<file path="src/pkg/pmwc_map.svh">
// Purpose: Constants for the power mode wake controller
// Assumes: Included by the design files and the bench
// Notes:   Summary of operation follows
//
// Summary of operation
// - Five selectable modes: normal, idle, stop, suspend, sleep
// - Idle halts core; any enabled interrupt wakes
// - Stop kills precision oscillator; only reset wakes
// - Suspend stops precision and internal oscillators, gates clock; limited wakes
// - Sleep gates supply; only clock oscillator stays
// - Comparator wake in sleep needs two-cell supply
// - Sleep removes clock and power from peripherals
`ifndef PMWC_MAP_SVH
`define PMWC_MAP_SVH
`define PMWC_MODE_W      3
`define PMWC_REQ_NORMAL  3'h0
`define PMWC_REQ_IDLE    3'h1
`define PMWC_REQ_STOP    3'h2
`define PMWC_REQ_SUSPEND 3'h3
`define PMWC_REQ_SLEEP   3'h4
`define PMWC_RESTORE_CNT 2'h2
`define PMWC_CNT_ZERO    2'h0
`define PMWC_CNT_ONE     2'h1
// Halt and enable patterns: halt,prec,int,sysclk,pclk,ppwr,supply,rtc
`define PMWC_EN_RUN      8'h7f
`define PMWC_EN_IDLE     8'hff
`define PMWC_EN_STOP     8'hbf
`define PMWC_EN_SUSPEND  8'h87
`define PMWC_EN_SLEEP    8'h81
`define PMWC_EN_RESTORE  8'hff
`endif

</file>
<file path="src/pkg/pmwc_pkg.sv">
// Purpose: Types for the power mode wake controller
// Assumes: Map header holds the numbers
// Notes:   State enumeration only
`default_nettype none
package pmwc_pkg;
    // Controller states
    typedef enum logic [2:0] {
        PMWC_RUN,
        PMWC_IDLE,
        PMWC_STOP,
        PMWC_SUSPEND,
        PMWC_SLEEP,
        PMWC_RESTORE
    } pmwc_state_type;
endpackage
`default_nettype wire

</file>
<file path="src/rtl/pmwc_top.sv">
// Purpose: Power mode sequencer with wake source qualification
// Assumes: Core requests modes with a one-cycle strobe
// Notes:   Wake pins pass a two flip-flop synchroniser
`include "pmwc_map.svh"
`default_nettype none
module pmwc_top
    import pmwc_pkg::*;
(
    // Clock and reset
    input  wire logic                   I_CLOCK,
    input  wire logic                   I_RST_B,
    // Mode request from the core
    input  wire logic                   I_MODE_REQ,
    input  wire logic [`PMWC_MODE_W-1:0] I_MODE_SEL,
    // Configuration
    input  wire logic                   I_TWO_CELL,
    // Wake sources
    input  wire logic                   I_IRQ_PENDING,
    input  wire logic                   I_RESET_EVENT,
    input  wire logic                   I_RTC_WAKE,
    input  wire logic                   I_PORT_MATCH,
    input  wire logic                   I_CMP0_WAKE,
    input  wire logic                   I_RESET_PIN,
    // Core and clock control
    output logic                        O_CORE_HALT,
    output logic                        O_CORE_RESTART,
    output logic                        O_PREC_OSC_EN,
    output logic                        O_INT_OSC_EN,
    output logic                        O_SYSCLK_EN,
    output logic                        O_PERIPH_CLK_EN,
    output logic                        O_PERIPH_PWR_EN,
    output logic                        O_CORE_SUPPLY_EN,
    output logic                        O_RTC_OSC_EN,
    output logic                        O_WAKE,
    output logic [`PMWC_MODE_W-1:0]     O_MODE
);
    logic [4:0]     raw_wake;       // Asynchronous wake group
    logic [4:0]     sync_wake;      // Synchronised wake group
    logic           rtc_w;          // Clock wake
    logic           port_w;         // Port match wake
    logic           cmp_w;          // Comparator wake
    logic           pin_w;          // Reset pin wake
    logic           rst_w;          // Any reset event
    logic           ext_wake;       // Suspend wake set
    logic           sleep_wake;     // Sleep wake set
    pmwc_state_type state;          // Current state
    pmwc_state_type next_state;     // Next state
    logic [1:0]     cnt;            // Restore counter
    logic [1:0]     next_cnt;       // Next restore count
    logic [7:0]     outs;           // Registered enables
    logic [7:0]     next_outs;      // Next enables
    logic           wake;           // Wake pulse register
    logic           next_wake;      // Next wake pulse
    logic           restart;        // Restart pulse register
    logic           next_restart;   // Next restart pulse
    logic [`PMWC_MODE_W-1:0] mode;      // Reported mode
    logic [`PMWC_MODE_W-1:0] next_mode; // Next reported mode

    assign raw_wake = {I_RESET_EVENT, I_RTC_WAKE, I_PORT_MATCH, I_CMP0_WAKE, I_RESET_PIN};

    // Synchronise the pin-level wake sources
    pmwc_sync #(.WIDTH(5)) u_sync (
        .i_clock (I_CLOCK),
        .i_rst_b (I_RST_B),
        .i_async (raw_wake),
        .o_sync  (sync_wake)
    );

    // Split the synchronised group back into named sources
    assign {rst_w, rtc_w, port_w, cmp_w, pin_w} = sync_wake;
    // Wake sets per low power mode; sleep gates the comparator on supply type
    assign ext_wake   = rtc_w | port_w | cmp_w | pin_w;
    assign sleep_wake = rtc_w | port_w | (cmp_w & I_TWO_CELL) | pin_w;

    // Enables per state: halt,prec,int,sysclk,pclk,ppwr,supply,rtc
    function automatic logic [7:0] mode_outs(input pmwc_state_type s);
        case (s)
            PMWC_RUN:     mode_outs = `PMWC_EN_RUN;
            PMWC_IDLE:    mode_outs = `PMWC_EN_IDLE;
            PMWC_STOP:    mode_outs = `PMWC_EN_STOP;
            PMWC_SUSPEND: mode_outs = `PMWC_EN_SUSPEND;
            PMWC_SLEEP:   mode_outs = `PMWC_EN_SLEEP;
            PMWC_RESTORE: mode_outs = `PMWC_EN_RESTORE;
            default:      mode_outs = `PMWC_EN_RUN;
        endcase
    endfunction

    // Next state, counter, and outputs
    always_comb begin
        next_state   = state;
        next_cnt     = cnt;
        next_wake    = 1'b0;
        next_restart = 1'b0;
        case (state)
            PMWC_RUN: begin
                if (I_MODE_REQ) begin
                    case (I_MODE_SEL)
                        `PMWC_REQ_IDLE:    next_state = PMWC_IDLE;
                        `PMWC_REQ_STOP:    next_state = PMWC_STOP;
                        `PMWC_REQ_SUSPEND: next_state = PMWC_SUSPEND;
                        `PMWC_REQ_SLEEP:   next_state = PMWC_SLEEP;
                        default:           next_state = PMWC_RUN;
                    endcase
                end
            end
            PMWC_IDLE: begin
                if (I_IRQ_PENDING) begin
                    next_state = PMWC_RESTORE;
                    next_cnt   = `PMWC_RESTORE_CNT;
                end
            end
            PMWC_STOP: begin
                if (rst_w) begin
                    next_state = PMWC_RESTORE;
                    next_cnt   = `PMWC_RESTORE_CNT;
                end
            end
            PMWC_SUSPEND: begin
                if (ext_wake) begin
                    next_state = PMWC_RESTORE;
                    next_cnt   = `PMWC_RESTORE_CNT;
                end
            end
            PMWC_SLEEP: begin
                if (sleep_wake) begin
                    next_state = PMWC_RESTORE;
                    next_cnt   = `PMWC_RESTORE_CNT;
                end
            end
            PMWC_RESTORE: begin
                // Hold the core while clocks and supply settle
                if (cnt == `PMWC_CNT_ONE) begin
                    next_state   = PMWC_RUN;
                    next_wake    = 1'b1;
                    next_restart = 1'b1;
                    next_cnt     = `PMWC_CNT_ZERO;
                end else begin
                    next_cnt = cnt - `PMWC_CNT_ONE;
                end
            end
            default: next_state = PMWC_RUN;
        endcase
        next_outs = mode_outs(next_state);
        case (next_state)
            PMWC_IDLE:    next_mode = `PMWC_REQ_IDLE;
            PMWC_STOP:    next_mode = `PMWC_REQ_STOP;
            PMWC_SUSPEND: next_mode = `PMWC_REQ_SUSPEND;
            PMWC_SLEEP:   next_mode = `PMWC_REQ_SLEEP;
            default:      next_mode = `PMWC_REQ_NORMAL;
        endcase
    end

    // Register state and outputs
    always_ff @(posedge I_CLOCK or negedge I_RST_B) begin
        if (!I_RST_B) begin
            state   <= PMWC_RUN;
            cnt     <= `PMWC_CNT_ZERO;
            outs    <= `PMWC_EN_RUN;
            wake    <= 1'b0;
            restart <= 1'b0;
            mode    <= `PMWC_REQ_NORMAL;
        end else begin
            state   <= next_state;
            cnt     <= next_cnt;
            outs    <= next_outs;
            wake    <= next_wake;
            restart <= next_restart;
            mode    <= next_mode;
        end
    end

    assign O_CORE_HALT      = outs[7];
    assign O_PREC_OSC_EN    = outs[6];
    assign O_INT_OSC_EN     = outs[5];
    assign O_SYSCLK_EN      = outs[4];
    assign O_PERIPH_CLK_EN  = outs[3];
    assign O_PERIPH_PWR_EN  = outs[2];
    assign O_CORE_SUPPLY_EN = outs[1];
    assign O_RTC_OSC_EN     = outs[0];
    assign O_WAKE           = wake;
    assign O_CORE_RESTART   = restart;
    assign O_MODE           = mode;

    // Checks: enables follow the mode, wakes follow the allowed sources
    a_mode_entry: assert property (@(posedge I_CLOCK) disable iff (!I_RST_B)
        (state == PMWC_RUN && I_MODE_REQ && I_MODE_SEL == `PMWC_REQ_SLEEP) |=> O_MODE == `PMWC_REQ_SLEEP)
        else $error("sleep request not entered");
    a_idle_periph: assert property (@(posedge I_CLOCK) disable iff (!I_RST_B)
        (O_MODE == `PMWC_REQ_IDLE) |-> (O_CORE_HALT && O_PERIPH_CLK_EN && O_SYSCLK_EN))
        else $error("idle enables wrong");
    a_idle_wake: assert property (@(posedge I_CLOCK) disable iff (!I_RST_B)
        (state == PMWC_IDLE && I_IRQ_PENDING) |=> ##2 O_WAKE)
        else $error("idle wake late");
    a_stop_osc: assert property (@(posedge I_CLOCK) disable iff (!I_RST_B)
        (O_MODE == `PMWC_REQ_STOP) |-> (!O_PREC_OSC_EN && O_CORE_HALT))
        else $error("stop oscillator on");
    a_stop_hold: assert property (@(posedge I_CLOCK) disable iff (!I_RST_B)
        (state == PMWC_STOP && !rst_w) |=> state == PMWC_STOP)
        else $error("stop left without reset");
    a_susp_gate: assert property (@(posedge I_CLOCK) disable iff (!I_RST_B)
        (O_MODE == `PMWC_REQ_SUSPEND) |-> (!O_SYSCLK_EN && !O_INT_OSC_EN && !O_PREC_OSC_EN))
        else $error("suspend clocks on");
    a_sleep_off: assert property (@(posedge I_CLOCK) disable iff (!I_RST_B)
        (O_MODE == `PMWC_REQ_SLEEP) |-> (!O_CORE_SUPPLY_EN && O_RTC_OSC_EN))
        else $error("sleep supply on");
    a_sleep_cmp: assert property (@(posedge I_CLOCK) disable iff (!I_RST_B)
        (state == PMWC_SLEEP && !I_TWO_CELL && !rtc_w && !port_w && !pin_w) |=> state == PMWC_SLEEP)
        else $error("comparator woke one-cell sleep");
    a_sleep_periph: assert property (@(posedge I_CLOCK) disable iff (!I_RST_B)
        (O_MODE == `PMWC_REQ_SLEEP) |-> (!O_PERIPH_CLK_EN && !O_PERIPH_PWR_EN))
        else $error("peripherals alive in sleep");
    a_wake_restore: assert property (@(posedge I_CLOCK) disable iff (!I_RST_B)
        O_CORE_RESTART |-> (O_SYSCLK_EN && O_CORE_SUPPLY_EN && !O_CORE_HALT && O_MODE == `PMWC_REQ_NORMAL))
        else $error("restart before restore");
    // Restore holds two cycles before the wake pulse
    a_restore_len: assert property (@(posedge I_CLOCK) disable iff (!I_RST_B)
        (state != PMWC_RESTORE) ##1 (state == PMWC_RESTORE) |-> ##2 O_WAKE)
        else $error("restore length wrong");
    // Scenario coverage: one wake out of each low power mode
    c_idle_wake:  cover property (@(posedge I_CLOCK) state == PMWC_IDLE ##1 state == PMWC_RESTORE);
    c_sleep_wake: cover property (@(posedge I_CLOCK) state == PMWC_SLEEP ##1 state == PMWC_RESTORE);
    c_susp_wake:  cover property (@(posedge I_CLOCK) state == PMWC_SUSPEND ##1 state == PMWC_RESTORE);
    c_stop_wake:  cover property (@(posedge I_CLOCK) state == PMWC_STOP ##1 state == PMWC_RESTORE);
endmodule
`default_nettype wire

</file>
<file path="src/rtl/pmwc_sync.sv">
// Purpose: Two flip-flop synchroniser for a group of level inputs
// Assumes: Inputs come from outside the clock domain
// Notes:   First stage is read only by the second
`include "pmwc_map.svh"
`default_nettype none
module pmwc_sync #(
    parameter int WIDTH = 5
) (
    // Clock and reset
    input  wire logic             i_clock,
    input  wire logic             i_rst_b,
    // Raw and synchronised levels
    input  wire logic [WIDTH-1:0] i_async,
    output logic      [WIDTH-1:0] o_sync
);
    logic [WIDTH-1:0] stage1;      // Metastability catcher
    logic [WIDTH-1:0] stage2;      // Stable copy
    logic [WIDTH-1:0] next_stage1; // Next first stage
    logic [WIDTH-1:0] next_stage2; // Next second stage

    // Next values of the chain
    always_comb begin
        next_stage1 = i_async;
        next_stage2 = stage1;
    end

    // Register the chain
    always_ff @(posedge i_clock or negedge i_rst_b) begin
        if (!i_rst_b) begin
            stage1 <= '0;
            stage2 <= '0;
        end else begin
            stage1 <= next_stage1;
            stage2 <= next_stage2;
        end
    end

    assign o_sync = stage2;
endmodule
`default_nettype wire

</file>
<file path="config.mk">
export PLATFORM = sky130hd
export DESIGN_NAME = pmwc_top
export DESIGN_NICKNAME = d
export VERILOG_FILES = /design/src/pkg/pmwc_pkg.sv /design/src/rtl/pmwc_top.sv /design/src/rtl/pmwc_sync.sv
export VERILOG_INCLUDE_DIRS = /design/src /design/src/pkg
export SDC_FILE = /design/constraint.sdc
export NUM_CORES = 1
export LEC_CHECK = 0
export ABC_AREA = 0
export BUFFER_PORTS_ARGS = -buffer_cell sky130_fd_sc_hd__buf_2
export CAP_MARGIN = 20
export CORE_MARGIN = 5
export CORE_UTILIZATION = 45
export CTS_BUF_LIST = sky130_fd_sc_hd__clkbuf_16
export CTS_CLUSTER_DIAMETER = 30
export CTS_CLUSTER_SIZE = 25
export DETAILED_ROUTE_END_ITERATION = 8
export GPL_ROUTABILITY_DRIVEN = 1
export GPL_TIMING_DRIVEN = 1
export PLACE_DENSITY = 0.73
export SLEW_MARGIN = 10
export SYNTH_ARGS = -nofsm -noshare
export SYNTH_HDL_FRONTEND = slang
export SYNTH_SLANG_ARGS = --single-unit
</file>
<file path="constraint.sdc">
create_clock -name I_CLOCK -period 1.7 [get_ports I_CLOCK]
set_input_delay 0.34 -clock I_CLOCK [delete_from_list [all_inputs] [get_ports I_CLOCK]]
set_output_delay 0.34 -clock I_CLOCK [all_outputs]
set_load 0.01 [all_outputs]
</file>
**Word level (Yosys, flattened, before mapping)**

Index checks and enable logic that the tools add are counted.
Widths: inputs -> output; s select.

- Word-level logic and storage cells: 55
- Bits of input ports: 13
- Register bits after elaboration: 27
- Output and inout port bits: 13

- Bitwise logic cells: 6
- Add/subtract/negate cells: 1
- Mux-type cells: 18
- Reduce and logical (&&, ||, !) cells: 4
- Equality and inequality tests: 19

Operators with widths:

| kind | count |
|---|---|
| $pmux 8 s4 | 1 |
| $pmux 3 s4 | 2 |
| $eq 3x2->1 const B | 6 |
| $mux 3 | 6 |
| $pmux 3 s6 | 1 |
| $eq 3x3->1 const B | 5 |
| $mux 2 | 5 |
| $pmux 2 s5 | 1 |
| $eq 3x1->1 const B | 3 |
| $ne 2x2->1 const B | 3 |
| $or 1x1->1 | 5 |
| $reduce_and 5->1 | 1 |
| $reduce_bool 5->1 | 1 |
| $logic_not 3->1 | 1 |
| $eq 2x1->1 const B | 1 |
| $mux 1 | 2 |
| $ne 2x1->1 const B | 1 |
| $reduce_or 2->1 | 1 |
| $sub 2x1->2 const B | 1 |
| $and 1x1->1 | 1 |

**Longest topological paths before layout**

- Depth in word-level cells: 8
- Depth in mapped cells: 6
- Depth with buffers taken out: 5

**Modules after synthesis**

A second synthesis with hierarchy kept.

- Cells, all modules: 72
- Area total of the unflattened synthesis: 932.1 µm²

By module, submodules not included:

| module | area an instance (µm²) | instances | cells an instance |
|---|---|---|---|
| pmwc_top | 681.9 | 1 | 62 |
| pmwc_sync | 250.2 | 1 | 10 |

**Worst setup path before layout**

OpenSTA, ideal clock, no wires.

- Path kind: reg-to-reg
- Start point: reg u_sync.stage2[2] (netlist: u_sync.o_sync[2])
- End point: reg outs[7]
- Cell stages (with the launch flop): 6
- Setup time: 132 ps
- Arrival time: 1,588 ps
- Clock period less this slack: 1,719 ps
- Slack: -19 ps
- Cell sequence: dfrtp_1 > nor4_4 > nor3b_1 > or3_1 > buf_2 > or3b_1

- Word-level cells in the longest chain between the ends: 8

RTL lines:

| item | line | RTL |
|---|---|---|
| start, declared | pmwc_sync.sv:17 | `logic [WIDTH-1:0] stage2;` |
| start signal, assigned | pmwc_sync.sv:34 | `stage2 <= next_stage2;` |
| $or 1x1->1 (*) | pmwc_top.sv:72, pmwc_top.sv:73 |  |
| $or 1x1->1 (on tied branches) (2 in a row) | pmwc_top.sv:73, pmwc_top.sv:72 |  |
| $mux 3 (on tied branches) | pmwc_top.sv:125, pmwc_top.sv:119 |  |
| $pmux 3 s6 (*) | pmwc_top.sv:94 | `case (state)` |
| named net next_state[2] | pmwc_top.sv:47 | `pmwc_state_type next_state;` |
| $eq 3x1->1 / $eq 3x3->1 (equally long branches) | pmwc_top.sv:77 | `case (s)` |
| $reduce_or 2->1 (no line) | n/a |  |
| $pmux 8 s4 (*) | pmwc_top.sv:77 |  |
| named net next_outs[7] | pmwc_top.sv:51 | `logic [7:0] next_outs;` |
| end signal, assigned | pmwc_top.sv:158 | `` outs <= `PMWC_EN_RUN; `` |
| end signal, assigned | pmwc_top.sv:165 | `outs <= next_outs;` |
| end, declared | pmwc_top.sv:50 | `logic [7:0] outs;` |

The timed path passes the listed nets; every way through them passes the cells marked *.
A chain may end at the register's enable or synchronous reset.

**Worst setup path in the final report**

- Start point: reg u_sync.stage2[3] (netlist: u_sync.o_sync[3])
- End point: reg outs[7]

- Word-level cells in the longest chain between the ends: 8

RTL lines:

| item | line |
|---|---|
| $or 1x1->1 (*) | pmwc_top.sv:72, pmwc_top.sv:73 |
| $or 1x1->1 (on tied branches) (2 in a row) | pmwc_top.sv:73, pmwc_top.sv:72 |
| $mux 3 (on tied branches) | pmwc_top.sv:125, pmwc_top.sv:119 |
| $pmux 3 s6 (*) | pmwc_top.sv:94 |
| $eq 3x1->1 / $eq 3x3->1 (equally long branches) | pmwc_top.sv:77 |
| $reduce_or 2->1 (no line) | n/a |
| $pmux 8 s4 (*) | pmwc_top.sv:77 |
| named net next_outs[7] | pmwc_top.sv:51 |

Marks and branches as above.

==> impl_metrics.py <==
metrics = {
    "status": {
        "status": "finished clean",
    },
    "routing": {
        "drt_iter0_markers": 11,
        "wl_met1_um": 682,
        "ant_nets": 0,
        "wl_met3_um": 143,
        "routed.top_layer": "met4",
        "wire_per_inst_um": 14.2,
        "drt_pre_antenna_iters": 5,
        "routed_wl_mm": 1.86,
        "dr_wl_met2_um": 976,
        "vias": 664,
        "drcViolationCount": 0,
        "vias_per_cell": 5.07,
    },
    "synth": {
        "synth_nets": 90,
        "ys_seq_area_share_pct": 60.7,
        "ys_types": 35,
        "synth_top_area_share_pct": 52.4,
        "yosys.area.top_type": "dfrtp_1",
        "yosys-top-cells-area": "dfrtp_1 (52%), dfstp_2 (8.3%), buf_4 (5.5%)",
        "avgSynthCellArea_um2": 12.6,
        "syn_area_um2": 955,
        "synth_warnings": 0,
        "synth-seq-cells": 23,
        "syn_inst": 76,
    },
    "critical_path": {
        "crit_fanout": 2,
        "reg2reg_to": "outs[7]$_DFF_PN0_",
        "reg2reg_slack_ns": 0.03,
        "critPathKind": "register to register",
        "cp.required_ns": 1.83,
        "crit_start": "u_sync.o_sync[3]$_DFF_PN0_",
        "reg2reg_from": "u_sync.o_sync[3]$_DFF_PN0_",
        "r2r_cells": 4,
        "cp.arrival_ns": 1.80,
        "worst_setup_path_start_kind": "register",
        "endpoint_kind": "register",
    },
    "clock_network": {
        "cts_buffer_depth": 2,
        "cts-htree-levels": 1,
        "cts_tree": "built",
        "clock_latency_ns": 0.25,
        "cts-root-buf": "clkbuf_16",
        "numClockSinks": 23,
        "postCtsHoldBufs": 0,
        "cts.clk_slew.worst_paths_ns": 0.05,
        "cts_buffers": 3,
    },
    "timing": {
        "period_share_pct": 98.1,
        "setup-violations-final": 0,
        "min_period_ns": 1.67,
        "final_hold_viol_count": 0,
        "rsz0062_at_grt": "yes",
        "clock.fmax_mhz": 600,
        "finalMaxSlewViolations": 0,
        "fin_skew_ns": 0.00133,
    },
    "placement": {
        "portBuffers": 24,
        "placement.cell_area_um2": 1100,
        "dp_hpwl_mm": 1.23,
        "gp_congestion": 0.814,
    },
    "global_route": {
        "overflow": 0,
        "grt_max_degree": 24,
        "grt_pass1_vias": 711,
        "antenna_found_initial": 0,
        "grt_pass1_wl_mm": 3.22,
        "grt_usage_pct": 13.5,
    },
    "run": {
        "max_cap_violations": 0,
    },
    "floorplan": {
        "die-width_um": 56.1,
        "chipHeight_um": 56.1,
        "dieArea_um2": 3140,
        "start_util_pct": 47.7,
        "io_pins": 26,
        "core_area_um2": 2000,
        "num_rows": 16,
    },
    "power_and_ir_drop": {
        "power.density_nw_per_um2": 1610,
        "power.total_mw": 2.00,
        "leakagePower_nw": 0.576,
        "ir_worst_vdd_mv": 0.842,
    },
    "layout": {
        "layout.nets": 119,
        "area_growth_pct": 29.9,
        "layout-drive-gt1-share_pct": 51.0,
        "antenna_cells": 0,
        "fin_area_um2": 1240,
    },
    "worst_hold_path": {
        "holdCritPathClass": "input pin to asynchronous set/reset pin",
    },
}
[routing by layer]
metal,global-route usage [%],up-vias
met2,21.5,22
met3,4.64,7
li1,-,313
met5,0,-
met1,15.2,322
met4,8.47,0
[final cells by class]
type	instances	area (um2)
Fill cell	156	762
Sequential cell	23	583
Multi-Input combinational cell	40	342
Timing Repair Buffer	33	188
Clock buffer	3	75.1
Tap cell	27	33.8
Inverter	4	15.0
Clock inverter	1	3.75
[flip-flops by register name (all words and copies together) (netlist names)]
signal / count
u_sync.next_stage2: 5
u_sync.o_sync: 5
outs: 4
O_MODE: 3
state: 3
cnt: 2
O_CORE_RESTART: 1
[cells in the final DEF, fill, tap and decap left out, drive strengths merged]
cell / instances
buf: 33
dfrtp: 20
nor2: 6
inv: 5
a21oi: 5
clkbuf: 3
dfstp: 3
nand2b: 3
nand4bb: 2
nand2: 2
nor4bb: 1
nor2b: 1
o21bai: 1
nor4: 1
nand3: 1
a2111oi: 1
o31ai: 1
nand3b: 1
o32ai: 1
nor3b: 1
a221oi: 1
or3: 1
or3b: 1
mux2i: 1
and2: 1
o21ai: 1
o22ai: 1
a211oi: 1
nor3: 1
a21o: 1
ha: 1
conb: 1
[power breakdown]
group | internal, mW | leakage [nW] | switching [mW]
Clock | 0.313 | 0.0423 | 0.172
Combinational | 0.374 | 0.266 | 0.343
Sequential | 0.687 | 0.267 | 0.112
[what timing repair did]
| action | in CTS | in global routing |
|---|---|---|
| setup endpoints to repair | 7 | 3 |
| buffers inserted | 0 | 2 |
| pin swaps | 0 | 5 |
| gates resized for setup | 3 | 6 |
[worst max path at each step]
stage | endpoint | slack [ns] | cells after the start
floorplan | outs[7]$_DFF_PN0_ | 0.006 | 4
detailed placement | outs[7]$_DFF_PN0_ | -0.007 | 4
global placement | outs[7]$_DFF_PN0_ | 0.02 | 4
CTS | outs[7]$_DFF_PN0_ | 0.003 | 3
finish | outs[7]$_DFF_PN0_ | 0.03 | 4
global route | outs[7]$_DFF_PN0_ | -0.05 | 4
[Yosys cell counts]
cell type	instances
a2111oi_1	1
a211oi_1	1
a21o_1	1
a21oi_1	4
a21oi_2	1
a221oi_1	1
and2_2	1
buf_2	1
buf_4	7
clkbuf_4	1
conb_1	1
dfrtp_1	20
dfstp_2	3
ha_1	1
inv_1	4
mux2i_1	1
nand2_1	2
nand2b_1	2
nand2b_2	1
nand3_1	1
nand3b_4	1
nand4bb_1	2
nor2_1	6
nor2b_1	1
nor3_1	1
nor3b_1	1
nor4_4	1
nor4bb_1	1
o21ai_0	1
o21bai_1	1
o22ai_1	1
o31ai_1	1
o32ai_1	1
or3_1	1
or3b_1	1
[logic make-up after synthesis]
family | Yosys count | share of synthesized area, %
simple gates | 23 | 18.0
flops | 23 | 60.7
compound gates | 14 | 10.2
buf+inv | 13 | 8.39
mux | 1 | 1.05
fa+ha+maj | 1 | 1.31
other cells | 1 | 0.393
[metrics by stage]
step           setup slack (ns)  util [%]  hold WS (ns)  setup TNS, ns  std cells
2_1_floorplan           0.00586         -        0.0444              0         76
3_3_place_gp             0.0177      55.1         0.324              0        125
3_5_place_dp           -0.00702      55.1         0.334       -0.00702        125
4_1_cts                 0.00348      60.0        0.0634              0        129
5_1_grt                 -0.0482      61.9        0.0903        -0.0705        131
6_report                 0.0320      61.9        0.0450              0        131
[critical path, stage by stage (launching register included)]
cell and delay (ns):
dfrtp_2 0.43, nor4_4 0.30, nor3b_2 0.09, or3_4 0.38, or3b_1 0.35
Note: power is estimated with default switching activity, not from simulation.
